File: src/logic/msc_consts.svh
`ifndef MSC_CONSTS_SVH
`define MSC_CONSTS_SVH
// Register byte offsets
`define MSC_OFF_CTRL 4'h0
`define MSC_OFF_STATUS 4'h4
`define MSC_OFF_DELAY 4'h8
// Control register fields
`define MSC_CTRL_HALF 0
`define MSC_CTRL_RATE_LO 1
`define MSC_CTRL_RATE_HI 2
`define MSC_CTRL_ADC 3
`define MSC_CTRL_ID_LO 4
`define MSC_CTRL_ID_HI 10
`define MSC_CTRL_RST 11'h000
// Stream slots, zero based channel index
`define MSC_CH_MIDI 6'h37
`define MSC_CH_MIDI_HALF 6'h1B
`define MSC_CH_SER_END 6'h09
`define MSC_CH_ADC 6'h09
`define MSC_CH_UNIT0 6'h0A
`define MSC_CH_UNIT2 6'h0C
// Remote ids and serial rate codes
`define MSC_ID_ALL 7'h7F
`define MSC_BAUD_9600 8'h00
`define MSC_BAUD_19200 8'h04
`define MSC_BAUD_115200 8'h08
`define MSC_BAUD_38400 8'h0C
// Timing
`define MSC_CLK_HZ 250000000
`define MSC_DIV(b) ((`MSC_CLK_HZ) / (b))
// Stream delay per unit in samples, chain sizes per rate
`define MSC_PASS_SS 8'h03
`define MSC_PASS_DS 8'h06
`define MSC_PASS_QS 8'h0C
`define MSC_CHAIN_SS 8'h08
`define MSC_CHAIN_DS 8'h04
`define MSC_CHAIN_QS 8'h02
`endif

File: src/logic/msc_pkg.sv
package msc_pkg;
  typedef enum logic [1:0] {
    MSC_SRC_MIDI = 2'b00,
    MSC_SRC_MADI = 2'b01,
    MSC_SRC_OFF = 2'b10
  } msc_src_e;
  typedef enum logic [1:0] {
    MSC_ROLE_NORMAL = 2'b00,
    MSC_ROLE_MASTER = 2'b01,
    MSC_ROLE_SLAVE = 2'b10
  } msc_role_e;
  typedef enum logic [1:0] {
    MSC_RATE_SINGLE = 2'b00,
    MSC_RATE_DOUBLE = 2'b01,
    MSC_RATE_QUAD = 2'b10
  } msc_rate_e;
  typedef enum logic [1:0] {
    MSC_OP_LOCK = 2'b00,
    MSC_OP_UNLOCK = 2'b01,
    MSC_OP_BAUD = 2'b10,
    MSC_OP_STATUS = 2'b11
  } msc_op_e;
endpackage : msc_pkg

File: src/logic/msc_side_channel.sv
// Strobed register access and the address map were chosen for this implementation.
`timescale 1ns/10ps
`include "msc_consts.svh"
// What this block does
// [RL1] Unless the source is MADI, MIDI input rides the user bit of channel 56, or 28 in half frame.
// [RL2] MIDI user bit from the received stream drives the MIDI output.
// [RL3] MIDI insertion and extraction ignore the audio routing setup.
// [RL4] With MADI control source, received MIDI user bit is forwarded out.
// [RL5] Each source button press steps MIDI, MADI, off, and round again.
// [RL6] With the source off every remote command is ignored.
// [RL7] The source also picks where status replies go.
// [RL8] In MADI mode commands reach controller, MIDI out and MADI out.
// [RL9] Commands need our id or the wildcard id.
// [RL10] Remote lock disables all panel keys except the source key.
// [RL11] Selecting source off clears the lock.
// [RL12] Serial data rides the user bits of channels 1 to 9.
// [RL13] Serial rates 9600, 19200, 38400 and 115200 are supported.
// [RL14] Rate codes 00, 04, 08, 0C pick 9600, 19200, 115200, 38400.
// [RL15] The serial rate is kept in nonvolatile storage across restarts.
// [RL16] Normal and master: serial in goes out, serial out comes from input.
// [RL17] Slave: serial input ignored, received serial bits copied out.
// [RL18] Stream pass costs 3, 6 or 12 samples by rate.
// [RL19] Downstream units configure and delay their AES I/O to align.
// [RL20] Delays are sized for a full chain of eight, four or two units by rate.
// [RL21] Compensation adds 21, 18 or 12 samples to the round trip.
// [RL22] Integrator chains at most four units double, two quad rate.
// [RL23] User bits of channels without side data are sent as zero.
module msc_side_channel #(
  parameter int P_DIV_9600 = `MSC_DIV(9600),
  parameter int P_DIV_19200 = `MSC_DIV(19200),
  parameter int P_DIV_38400 = `MSC_DIV(38400),
  parameter int P_DIV_115200 = `MSC_DIV(115200)
) (
  // Clock and reset
  input wire logic i_mclk,
  input wire logic i_reset_n,
  // Register port
  input wire logic [3:0] i_addr,
  input wire logic [31:0] i_wdata,
  input wire logic i_wr,
  input wire logic i_rd,
  output logic [31:0] o_rdata,
  // Received stream, one user bit per channel slot
  input wire logic i_rx_valid,
  input wire logic [5:0] i_rx_chan,
  input wire logic i_rx_user,
  // Transmitted stream
  input wire logic i_tx_req,
  input wire logic [5:0] i_tx_chan,
  output logic o_tx_valid,
  output logic o_tx_user,
  // MIDI and serial pins
  input wire logic i_midi_in,
  output logic o_midi_out,
  input wire logic i_ser_rx,
  output logic o_ser_tx,
  output logic o_baud_tick,
  // Panel
  input wire logic i_src_btn,
  input wire logic [7:0] i_panel_btn,
  output logic [7:0] o_panel_btn,
  // Decoded remote commands
  input wire logic i_cmd_valid,
  input wire msc_pkg::msc_src_e i_cmd_src,
  input wire logic [6:0] i_cmd_id,
  input wire msc_pkg::msc_op_e i_cmd_op,
  input wire logic [7:0] i_cmd_arg,
  output logic o_cmd_accept,
  output logic o_reply_midi,
  output logic o_reply_madi,
  // Nonvolatile rate store
  input wire logic [7:0] i_nv_baud,
  output logic o_nv_wr,
  output logic [7:0] o_nv_baud,
  // Alignment
  output logic [7:0] o_pass_delay,
  output logic [7:0] o_aes_delay
);
  import msc_pkg::*;
  logic [1:0] rst_q, midi_s, ser_s, btn_s, init_cnt;
  logic [15:0] pan_s, nv_s;
  logic [10:0] ctrl_reg;
  logic [7:0] baud_reg;
  logic [16:0] div_cnt;
  logic [8:0] ser_rx_bits;
  logic [2:0] unit_rx, unit_idx;
  logic [6:0] dev_id;
  logic rst_n, btn_d, lock_reg, midi_rx_bit, ser_last, adc_rx;
  logic btn_rise, half, cmd_ok, tx_bit;
  msc_src_e src_reg;
  msc_role_e role;
  msc_rate_e rate;
  function automatic logic [5:0] midi_chan(input logic h);
    midi_chan = h ? `MSC_CH_MIDI_HALF : `MSC_CH_MIDI;
  endfunction : midi_chan
  function automatic logic baud_ok(input logic [7:0] c);
    baud_ok = (c == `MSC_BAUD_9600) || (c == `MSC_BAUD_19200) ||
              (c == `MSC_BAUD_38400) || (c == `MSC_BAUD_115200);
  endfunction : baud_ok
  function automatic logic [16:0] baud_div(input logic [7:0] c);
    unique case (c)
      `MSC_BAUD_19200: baud_div = 17'(P_DIV_19200); // RL14
      `MSC_BAUD_38400: baud_div = 17'(P_DIV_38400); // RL14
      `MSC_BAUD_115200: baud_div = 17'(P_DIV_115200); // RL14
      default: baud_div = 17'(P_DIV_9600); // RL14
    endcase
  endfunction : baud_div
  function automatic logic [7:0] pass_dly(input msc_rate_e r);
    unique case (r)
      MSC_RATE_DOUBLE: pass_dly = `MSC_PASS_DS;
      MSC_RATE_QUAD: pass_dly = `MSC_PASS_QS;
      default: pass_dly = `MSC_PASS_SS;
    endcase
  endfunction : pass_dly
  // Unit k waits for the units still downstream of it in a full chain
  function automatic logic [7:0] aes_dly(input msc_rate_e r,
                                         input logic [2:0] k);
    logic [7:0] n;
    n = `MSC_CHAIN_SS;
    unique case (r)
      MSC_RATE_DOUBLE: n = `MSC_CHAIN_DS;
      MSC_RATE_QUAD: n = `MSC_CHAIN_QS;
      default: n = `MSC_CHAIN_SS;
    endcase
    if ({5'h00, k} >= n) begin
      aes_dly = 8'h00;
    end else begin
      aes_dly = 8'((n - 8'h01 - {5'h00, k}) * pass_dly(r));
    end
  endfunction : aes_dly
  assign half = ctrl_reg[`MSC_CTRL_HALF];
  assign rate = msc_rate_e'(ctrl_reg[`MSC_CTRL_RATE_HI:`MSC_CTRL_RATE_LO]);
  assign dev_id = ctrl_reg[`MSC_CTRL_ID_HI:`MSC_CTRL_ID_LO];
  assign btn_rise = btn_s[1] & ~btn_d;
  assign role = ctrl_reg[`MSC_CTRL_ADC] ? MSC_ROLE_MASTER :
                adc_rx ? MSC_ROLE_SLAVE : MSC_ROLE_NORMAL; // RL19
  assign unit_idx = (role == MSC_ROLE_SLAVE) ? 3'(unit_rx + 3'h1) : 3'h0;
  // Source off is excluded by its own term, so nothing is accepted then
  assign cmd_ok = i_cmd_valid && (i_cmd_src == src_reg) &&
                  (src_reg != MSC_SRC_OFF) &&
                  ((i_cmd_id == dev_id) ||
                   (i_cmd_id == `MSC_ID_ALL)); // RL6 RL9 RL8
  always_ff @(posedge i_mclk or negedge i_reset_n) begin
    if (!i_reset_n) begin
      rst_q <= 2'b00;
    end else begin
      rst_q <= {rst_q[0], 1'b1};
    end
  end
  assign rst_n = rst_q[1];
  always_ff @(posedge i_mclk or negedge rst_n) begin
    if (!rst_n) begin
      midi_s <= 2'b11;
      ser_s <= 2'b11;
      btn_s <= 2'b00;
      pan_s <= 16'h0000;
      nv_s <= 16'h0000;
      btn_d <= 1'b0;
    end else begin
      midi_s <= {midi_s[0], i_midi_in};
      ser_s <= {ser_s[0], i_ser_rx};
      btn_s <= {btn_s[0], i_src_btn};
      pan_s <= {pan_s[7:0], i_panel_btn};
      nv_s <= {nv_s[7:0], i_nv_baud};
      btn_d <= btn_s[1];
    end
  end
  always_ff @(posedge i_mclk or negedge rst_n) begin
    if (!rst_n) begin
      ctrl_reg <= `MSC_CTRL_RST;
    end else if (i_wr && i_addr == `MSC_OFF_CTRL) begin
      ctrl_reg <= i_wdata[10:0];
    end
  end
  always_ff @(posedge i_mclk or negedge rst_n) begin
    if (!rst_n) begin
      o_rdata <= 32'h0000_0000;
    end else if (i_rd) begin
      unique case (i_addr)
        `MSC_OFF_CTRL: o_rdata <= {21'h000000, ctrl_reg};
        `MSC_OFF_STATUS: o_rdata <= {14'h0000, baud_reg, 1'b0, unit_idx,
                                      role, lock_reg, 1'b0, src_reg};
        `MSC_OFF_DELAY: o_rdata <= {16'h0000, o_pass_delay, o_aes_delay};
        default: o_rdata <= 32'h0000_0000;
      endcase
    end else begin
      o_rdata <= 32'h0000_0000;
    end
  end
  always_ff @(posedge i_mclk or negedge rst_n) begin
    if (!rst_n) begin
      src_reg <= MSC_SRC_MIDI;
    end else if (btn_rise) begin
      unique case (src_reg)
        MSC_SRC_MIDI: src_reg <= MSC_SRC_MADI; // RL5
        MSC_SRC_MADI: src_reg <= MSC_SRC_OFF; // RL5
        default: src_reg <= MSC_SRC_MIDI; // RL5
      endcase
    end
  end
  // Lock; source off wins so local control is always recoverable
  always_ff @(posedge i_mclk or negedge rst_n) begin
    if (!rst_n) begin
      lock_reg <= 1'b0;
    end else if (src_reg == MSC_SRC_OFF) begin
      lock_reg <= 1'b0; // RL11
    end else if (cmd_ok && i_cmd_op == MSC_OP_LOCK) begin
      lock_reg <= 1'b1; // RL10
    end else if (cmd_ok && i_cmd_op == MSC_OP_UNLOCK) begin
      lock_reg <= 1'b0;
    end
  end
  // Source key bypasses the lock by not passing through here
  always_ff @(posedge i_mclk or negedge rst_n) begin
    if (!rst_n) begin
      o_panel_btn <= 8'h00;
    end else begin
      o_panel_btn <= lock_reg ? 8'h00 : pan_s[15:8]; // RL10
    end
  end
  always_ff @(posedge i_mclk or negedge rst_n) begin
    if (!rst_n) begin
      o_cmd_accept <= 1'b0;
      o_reply_midi <= 1'b0;
      o_reply_madi <= 1'b0;
    end else begin
      o_cmd_accept <= cmd_ok; // RL6 RL9
      o_reply_midi <= (src_reg == MSC_SRC_MIDI); // RL7
      o_reply_madi <= (src_reg == MSC_SRC_MADI); // RL7 RL8
    end
  end
  // Serial rate: restored once the store's pins have settled
  always_ff @(posedge i_mclk or negedge rst_n) begin
    if (!rst_n) begin
      init_cnt <= 2'h0;
      baud_reg <= `MSC_BAUD_9600;
      o_nv_wr <= 1'b0;
      o_nv_baud <= `MSC_BAUD_9600;
    end else begin
      o_nv_wr <= 1'b0;
      if (init_cnt != 2'h3) begin
        init_cnt <= 2'(init_cnt + 2'h1);
        if (init_cnt == 2'h2 && baud_ok(nv_s[15:8])) begin
          baud_reg <= nv_s[15:8]; // RL15
          o_nv_baud <= nv_s[15:8];
        end
      end else if (cmd_ok && i_cmd_op == MSC_OP_BAUD &&
                   baud_ok(i_cmd_arg)) begin
        baud_reg <= i_cmd_arg; // RL14
        o_nv_baud <= i_cmd_arg; // RL15
        o_nv_wr <= 1'b1; // RL15
      end
    end
  end
  always_ff @(posedge i_mclk or negedge rst_n) begin
    if (!rst_n) begin
      div_cnt <= 17'h00000;
      o_baud_tick <= 1'b0;
    end else if (div_cnt >= 17'(baud_div(baud_reg) - 1)) begin
      div_cnt <= 17'h00000;
      o_baud_tick <= 1'b1; // RL13
    end else begin
      div_cnt <= 17'(div_cnt + 17'h00001);
      o_baud_tick <= 1'b0;
    end
  end
  // Receive side slot capture; routing matrix never enters here
  always_ff @(posedge i_mclk or negedge rst_n) begin
    if (!rst_n) begin
      midi_rx_bit <= 1'b1;
      ser_rx_bits <= 9'h1FF;
      ser_last <= 1'b1;
      adc_rx <= 1'b0;
      unit_rx <= 3'h0;
    end else if (i_rx_valid) begin
      if (i_rx_chan == midi_chan(half)) begin
        midi_rx_bit <= i_rx_user; // RL2 RL3
      end
      if (i_rx_chan < `MSC_CH_SER_END) begin
        ser_rx_bits[i_rx_chan[3:0]] <= i_rx_user; // RL12
        ser_last <= i_rx_user;
      end
      if (i_rx_chan == `MSC_CH_ADC) begin
        adc_rx <= i_rx_user; // RL19
      end
      if (i_rx_chan >= `MSC_CH_UNIT0 && i_rx_chan <= `MSC_CH_UNIT2) begin
        unit_rx[2'(i_rx_chan - `MSC_CH_UNIT0)] <= i_rx_user;
      end
    end
  end
  always_ff @(posedge i_mclk or negedge rst_n) begin
    if (!rst_n) begin
      o_midi_out <= 1'b1;
      o_ser_tx <= 1'b1;
    end else begin
      o_midi_out <= midi_rx_bit; // RL2 RL8
      o_ser_tx <= ser_last; // RL16
    end
  end
  always_comb begin
    tx_bit = 1'b0; // RL23
    if (i_tx_chan == midi_chan(half)) begin
      tx_bit = (src_reg == MSC_SRC_MADI) ? midi_rx_bit // RL4 RL8
                                         : midi_s[1]; // RL1 RL3
    end else if (i_tx_chan < `MSC_CH_SER_END) begin
      tx_bit = (role == MSC_ROLE_SLAVE) ? ser_rx_bits[i_tx_chan[3:0]] // RL17
                                        : ser_s[1]; // RL12 RL16
    end else if (i_tx_chan == `MSC_CH_ADC) begin
      tx_bit = (role != MSC_ROLE_NORMAL); // RL19
    end else if (i_tx_chan >= `MSC_CH_UNIT0 &&
                 i_tx_chan <= `MSC_CH_UNIT2) begin
      tx_bit = (role != MSC_ROLE_NORMAL) &&
               unit_idx[2'(i_tx_chan - `MSC_CH_UNIT0)];
    end
  end
  always_ff @(posedge i_mclk or negedge rst_n) begin
    if (!rst_n) begin
      o_tx_valid <= 1'b0;
      o_tx_user <= 1'b0;
    end else begin
      o_tx_valid <= i_tx_req;
      o_tx_user <= i_tx_req ? tx_bit : 1'b0;
    end
  end
  always_ff @(posedge i_mclk or negedge rst_n) begin
    if (!rst_n) begin
      o_pass_delay <= `MSC_PASS_SS;
      o_aes_delay <= 8'h00;
    end else begin
      o_pass_delay <= pass_dly(rate); // RL18
      o_aes_delay <= (role == MSC_ROLE_NORMAL) ? 8'h00
                     : aes_dly(rate, unit_idx); // RL19 RL20 RL21
    end
  end
endmodule : msc_side_channel

File: config.mk
export PLATFORM = sky130hd
export DESIGN_NAME = msc_side_channel
export DESIGN_NICKNAME = d
export VERILOG_FILES = /design/src/logic/msc_pkg.sv /design/src/logic/msc_side_channel.sv
export VERILOG_INCLUDE_DIRS = /design/src /design/src/logic
export SDC_FILE = /design/constraint.sdc
export NUM_CORES = 1
export LEC_CHECK = 0
export ABC_AREA = 1
export ABC_CLOCK_PERIOD_IN_PS = 6800
export BUFFER_PORTS_ARGS = -buffer_cell sky130_fd_sc_hd__buf_2
export CAP_MARGIN = 20
export CORE_MARGIN = 10
export CORE_UTILIZATION = 59
export DETAILED_ROUTE_END_ITERATION = 6
export PLACE_DENSITY = 0.86
export SLEW_MARGIN = 15
export SYNTH_ARGS = -nofsm -noshare
export SYNTH_HDL_FRONTEND = slang
export SYNTH_SLANG_ARGS = --single-unit
File: constraint.sdc
create_clock -name i_mclk -period 6.8 [get_ports i_mclk]
set_clock_uncertainty 0.1 [all_clocks]
set_input_delay 0.68 -clock i_mclk [delete_from_list [all_inputs] [get_ports i_mclk]]
set_output_delay 0.68 -clock i_mclk [all_outputs]
set_load 0.02 [all_outputs]
==> run_results.csv <==
group,metric,value,unit
run_status,status,"finished, final reports clean",
logic_synthesis,main_combinational_cell_family_by_area_after_synthesis,"simple AND/OR/NAND/NOR gates",
global_route,gr-usage-met2,35.7,%
timing,setup_viol_count_final,0,
logic_synthesis,number_of_standard_cells_after_synthesis,781,
placement,placement.io_buffers,127,
global_route,global_route_wire_length_before_repair,27700,um
power_and_ir_drop,power.density,330,mW/mm^2
final_layout,flow.area_growth_from_synthesis,18.0,%
timing,report.final.hold_viol_count,0,
routing,vias_per_cell,5.17,
worst_hold_path,holdCritPathClass,"flip-flop to flip-flop",
timing,timing.final.max_slew_violations,0,
final_layout,finalInstanceArea,0.00856,sq mm
routing,drc,0,
clock_tree,tritoncts,"built",
routing,drtPass1Iterations,5,
logic_synthesis,synth-seq-area-share,50.0,%
placement,postPlaceCellArea,0.00798,sq mm
placement,gp_congestion,0.880,
floorplan,ioPinCount,167,
timing,maxSlewHeadroom,37.5,%
routing,num_vias,5616,
routing,avgRoutedWirePerCell,15.8,um
logic_synthesis,synth_mux_area_share,1.54,%
global_route,first_global_vias,5699,
clock_tree,worst_skew_pair.late_latency,0.43,ns
power_and_ir_drop,vdd_ir_drop_max,0.551,mV
global_route,antenna_found_initial,1,
flow_run,max_cap_viol_count,0,
critical_path,timing.critical_path.arrival,5.26,ns
logic_synthesis,synth-adder-area-share,10.6,%
critical_path,rr_worst_depth,24,
logic_synthesis,synth.distinct_cells,51,
critical_path,crit_path_category,"flip-flop to flip-flop",
routing,finalWirelength,17200,um
clock_tree,root_buffer,"sky130_fd_sc_hd__clkbuf_16",
global_route,grt-busiest-layer,"met2",
clock_tree,clock_tree.htree_level_count,4,
final_layout,nets,1075,
critical_path,path_max_fanout,4,
final_layout,multiInputGateArea,0.00303,sq mm
clock_tree,clock_path_buffers,2,
routing,antenna_violating_nets_post_route,0,
critical_path,worst_setup_path_endpoint,"o_aes_delay[7]",
critical_path,critical_path.startpoint_type,"flip-flop",
timing,final.min_clock_period,5.05,ns
routing,drt-initial-drc-count,346,
global_route,globalRouteTotalUtil,20.7,%
floorplan,start_util,60.4,%
critical_path,setup.worst_path.end_class,"flip-flop",
global_route,global_route.usage.met3,5.40,%
final_layout,fillCellCount,892,
logic_synthesis,synth_simple_gate_area_share,19.7,%
clock_tree,clock_sinks,144,
timing,timing.final.crit_share,74.2,%
logic_synthesis,postSynth.asyncResetShare,100,%
logic_synthesis,average_footprint_of_a_synthesized_cell,9.29,sq um
logic_synthesis,synth_compound_gate_area_share,6.00,%
power_and_ir_drop,static-leakage-power,4.52,nW
critical_path,critical_path.reg2reg.startpoint,"unit_rx[0]",
logic_synthesis,synth_xor_area_share,2.78,%
floorplan,die_height,131,um
final_layout,reg_top3,"o_rdata (18), div_cnt (17)",
critical_path,critical_path_required,7.01,ns
final_layout,fin_util,71.2,%
global_route,grt_util_met1,23.8,%
timing,worst_slew_pin_slew,0.938,ns
clock_tree,tritoncts.num_buffers,17,
floorplan,design.die.area,0.0171,sq mm
placement,hpwl,13100,um
final_layout,layoutNonFillerInstCount,1086,
logic_synthesis,ys.warnings.count,0,
critical_path,reg2reg_setup_slack,1.75,ns
final_layout,top_register,"o_rdata",
final_layout,largest_register_ff_count,18,
final_layout,register_area,0.00363,sq mm
final_layout,drive_above_1_share,24.5,%
clock_tree,post-cts-setup-buffer-count,0,
critical_path,r2r-end,"o_aes_delay[7]",
floorplan,floorplan.rows,40,
global_route,grt_start_max_net_pins,77,
logic_synthesis,synth_enable_flop_cells,0,
power_and_ir_drop,total_power,2.83,mW
logic_synthesis,dominantRegCellSynth,"sky130_fd_sc_hd__dfrtp_1",
global_route,grt_remaining_overflow,0,
clock_tree,path_clk_slew,0.06,ns
floorplan,die_width,131,um
logic_synthesis,syn_area,0.00725,sq mm
timing,setup_total_negative_slack,0,ns
timing,rsz0062_at_grt,"false",
logic_synthesis,number_of_synthesized_register_bits,144,
placement,post-place-cells,1052,
critical_path,crit_path_start,"unit_rx[0]",
floorplan,core_area,0.0120,sq mm
timing,timing.fmax,0.198,GHz
worst min-delay path by stage:
stage	start	end	slack (ns)	cells after the start
after floorplan	btn_s[0]	btn_s[1]	0.23	0
after global placement	nv_s[0]	nv_s[8]	0.23	0
after detailed placement	nv_s[4]	nv_s[12]	0.23	0
after CTS	i_ser_rx	ser_s[0]	0.24	1
after global routing	i_ser_rx	ser_s[0]	0.24	1
final	nv_s[4]	nv_s[12]	0.25	0
layer usage:
layer / wire length [um] / share of wire [%]
met1: 6750 / 39
met2: 8990 / 52
met4: 558 / 3.2
met3: 902 / 5.2
met5: 0 / 0
area by class of cell:
type	instances	area share (%)
Inverter	131	5.76
Clock buffer	21	5.61
Timing Repair Buffer	129	7.63
Tap cell	147	2.15
Clock inverter	11	0.950
Antenna cell	1	0.0292
Sequential cell	144	42.4
Multi-Input combinational cell	502	35.4
worst max-delay path, stage by stage (launching register included):
cell and delay (ns):
sky130_fd_sc_hd__dfrtp_1 0.42, sky130_fd_sc_hd__ha_1 0.33, sky130_fd_sc_hd__inv_1 0.05, sky130_fd_sc_hd__nor2_1 0.17, sky130_fd_sc_hd__inv_1 0.13, sky130_fd_sc_hd__ha_1 0.23
sky130_fd_sc_hd__fa_1 0.55, sky130_fd_sc_hd__inv_1 0.07, sky130_fd_sc_hd__nor2_1 0.10, sky130_fd_sc_hd__ha_1 0.15, sky130_fd_sc_hd__inv_1 0.06, sky130_fd_sc_hd__fa_1 0.54
sky130_fd_sc_hd__inv_1 0.05, sky130_fd_sc_hd__ha_1 0.26, sky130_fd_sc_hd__inv_1 0.05, sky130_fd_sc_hd__fa_1 0.53, sky130_fd_sc_hd__inv_1 0.04, sky130_fd_sc_hd__ha_1 0.34
sky130_fd_sc_hd__a21oi_1 0.16, sky130_fd_sc_hd__nor2_1 0.05, sky130_fd_sc_hd__nor2_1 0.14, sky130_fd_sc_hd__nand3b_1 0.13, sky130_fd_sc_hd__nand2_1 0.08, sky130_fd_sc_hd__nor2_1 0.15
sky130_fd_sc_hd__nor2_1 0.06
timing repair:
item                                   CTS  global route
hold buffers                             1             0
gates resized for setup                  0             0
endpoints found under the hold margin    2             0
Yosys cell counts, types with 2 or more instances:
master / count / share of area (%)
sky130_fd_sc_hd__or2_2: 4 / 0.35
sky130_fd_sc_hd__a221oi_1: 2 / 0.24
sky130_fd_sc_hd__o21ai_0: 11 / 0.76
sky130_fd_sc_hd__o21ai_2: 2 / 0.24
sky130_fd_sc_hd__buf_6: 2 / 0.31
sky130_fd_sc_hd__fa_1: 9 / 2.5
sky130_fd_sc_hd__nor2_1: 94 / 4.9
sky130_fd_sc_hd__buf_2: 2 / 0.14
sky130_fd_sc_hd__o211ai_1: 5 / 0.52
sky130_fd_sc_hd__ha_1: 47 / 8.1
sky130_fd_sc_hd__nand2_2: 3 / 0.26
sky130_fd_sc_hd__inv_2: 5 / 0.26
sky130_fd_sc_hd__xnor2_1: 13 / 1.6
sky130_fd_sc_hd__a21oi_1: 24 / 1.7
sky130_fd_sc_hd__o21ai_1: 8 / 0.55
sky130_fd_sc_hd__conb_1: 2 / 0.10
sky130_fd_sc_hd__mux2_2: 9 / 1.4
sky130_fd_sc_hd__nor3_1: 8 / 0.55
sky130_fd_sc_hd__nand2_1: 139 / 7.2
sky130_fd_sc_hd__clkbuf_1: 3 / 0.16
sky130_fd_sc_hd__a21oi_2: 2 / 0.24
sky130_fd_sc_hd__xor2_1: 10 / 1.2
sky130_fd_sc_hd__buf_4: 18 / 1.9
sky130_fd_sc_hd__o21bai_1: 2 / 0.21
sky130_fd_sc_hd__nor2_2: 12 / 1.0
sky130_fd_sc_hd__nand2_4: 2 / 0.31
sky130_fd_sc_hd__inv_1: 125 / 6.5
sky130_fd_sc_hd__nor4_1: 2 / 0.17
sky130_fd_sc_hd__nand3b_1: 2 / 0.21
sky130_fd_sc_hd__nand3_1: 36 / 2.5
sky130_fd_sc_hd__nor3_2: 2 / 0.28
sky130_fd_sc_hd__a31oi_1: 5 / 0.43
sky130_fd_sc_hd__dfrtp_1: 125 / 43
sky130_fd_sc_hd__dfstp_2: 19 / 6.9
sky130_fd_sc_hd__nand4_1: 9 / 0.78
sky130_fd_sc_hd__o221ai_1: 3 / 0.36
per-stage QoR:
stage / setup slack (ns) / hold WS, ns
after floorplan: 2.31 / 0.231
after global placement: 1.99 / 0.232
after detailed placement: 1.85 / 0.235
after CTS: 1.76 / 0.244
after global routing: 1.43 / 0.243
final: 1.75 / 0.246
report_power, final:
part | leakage [nW] | switching, mW | internal [mW]
clock | 0.260 | 0.364 | 0.506
sequential | 1.77 | 0.0711 | 0.965
combinational | 2.50 | 0.565 | 0.356
logic make-up after synthesis:
logic type	Yosys count
simple gates	321
buf+inv	156
flops	144
compound gates	69
fa+ha+maj	56
xor+xnor	23
mux	10
other cells	2
layout by cell type, fill, tap and decap left out, types with 9 or more instances in the layout:
cell type	instances
sky130_fd_sc_hd__buf_2	127
sky130_fd_sc_hd__nor2_1	94
sky130_fd_sc_hd__dfrtp_1	124
sky130_fd_sc_hd__nand2_1	139
sky130_fd_sc_hd__nand3_1	36
sky130_fd_sc_hd__dfstp_2	19
sky130_fd_sc_hd__mux2_2	9
sky130_fd_sc_hd__conb_1	23
sky130_fd_sc_hd__xnor2_1	13
sky130_fd_sc_hd__nand4_1	9
sky130_fd_sc_hd__a21oi_1	24
sky130_fd_sc_hd__nor2_2	12
sky130_fd_sc_hd__fa_1	9
sky130_fd_sc_hd__clkbuf_16	17
sky130_fd_sc_hd__xor2_1	10
sky130_fd_sc_hd__ha_1	47
sky130_fd_sc_hd__o21ai_0	11
sky130_fd_sc_hd__inv_1	125
(Power assumes the default switching activity.)
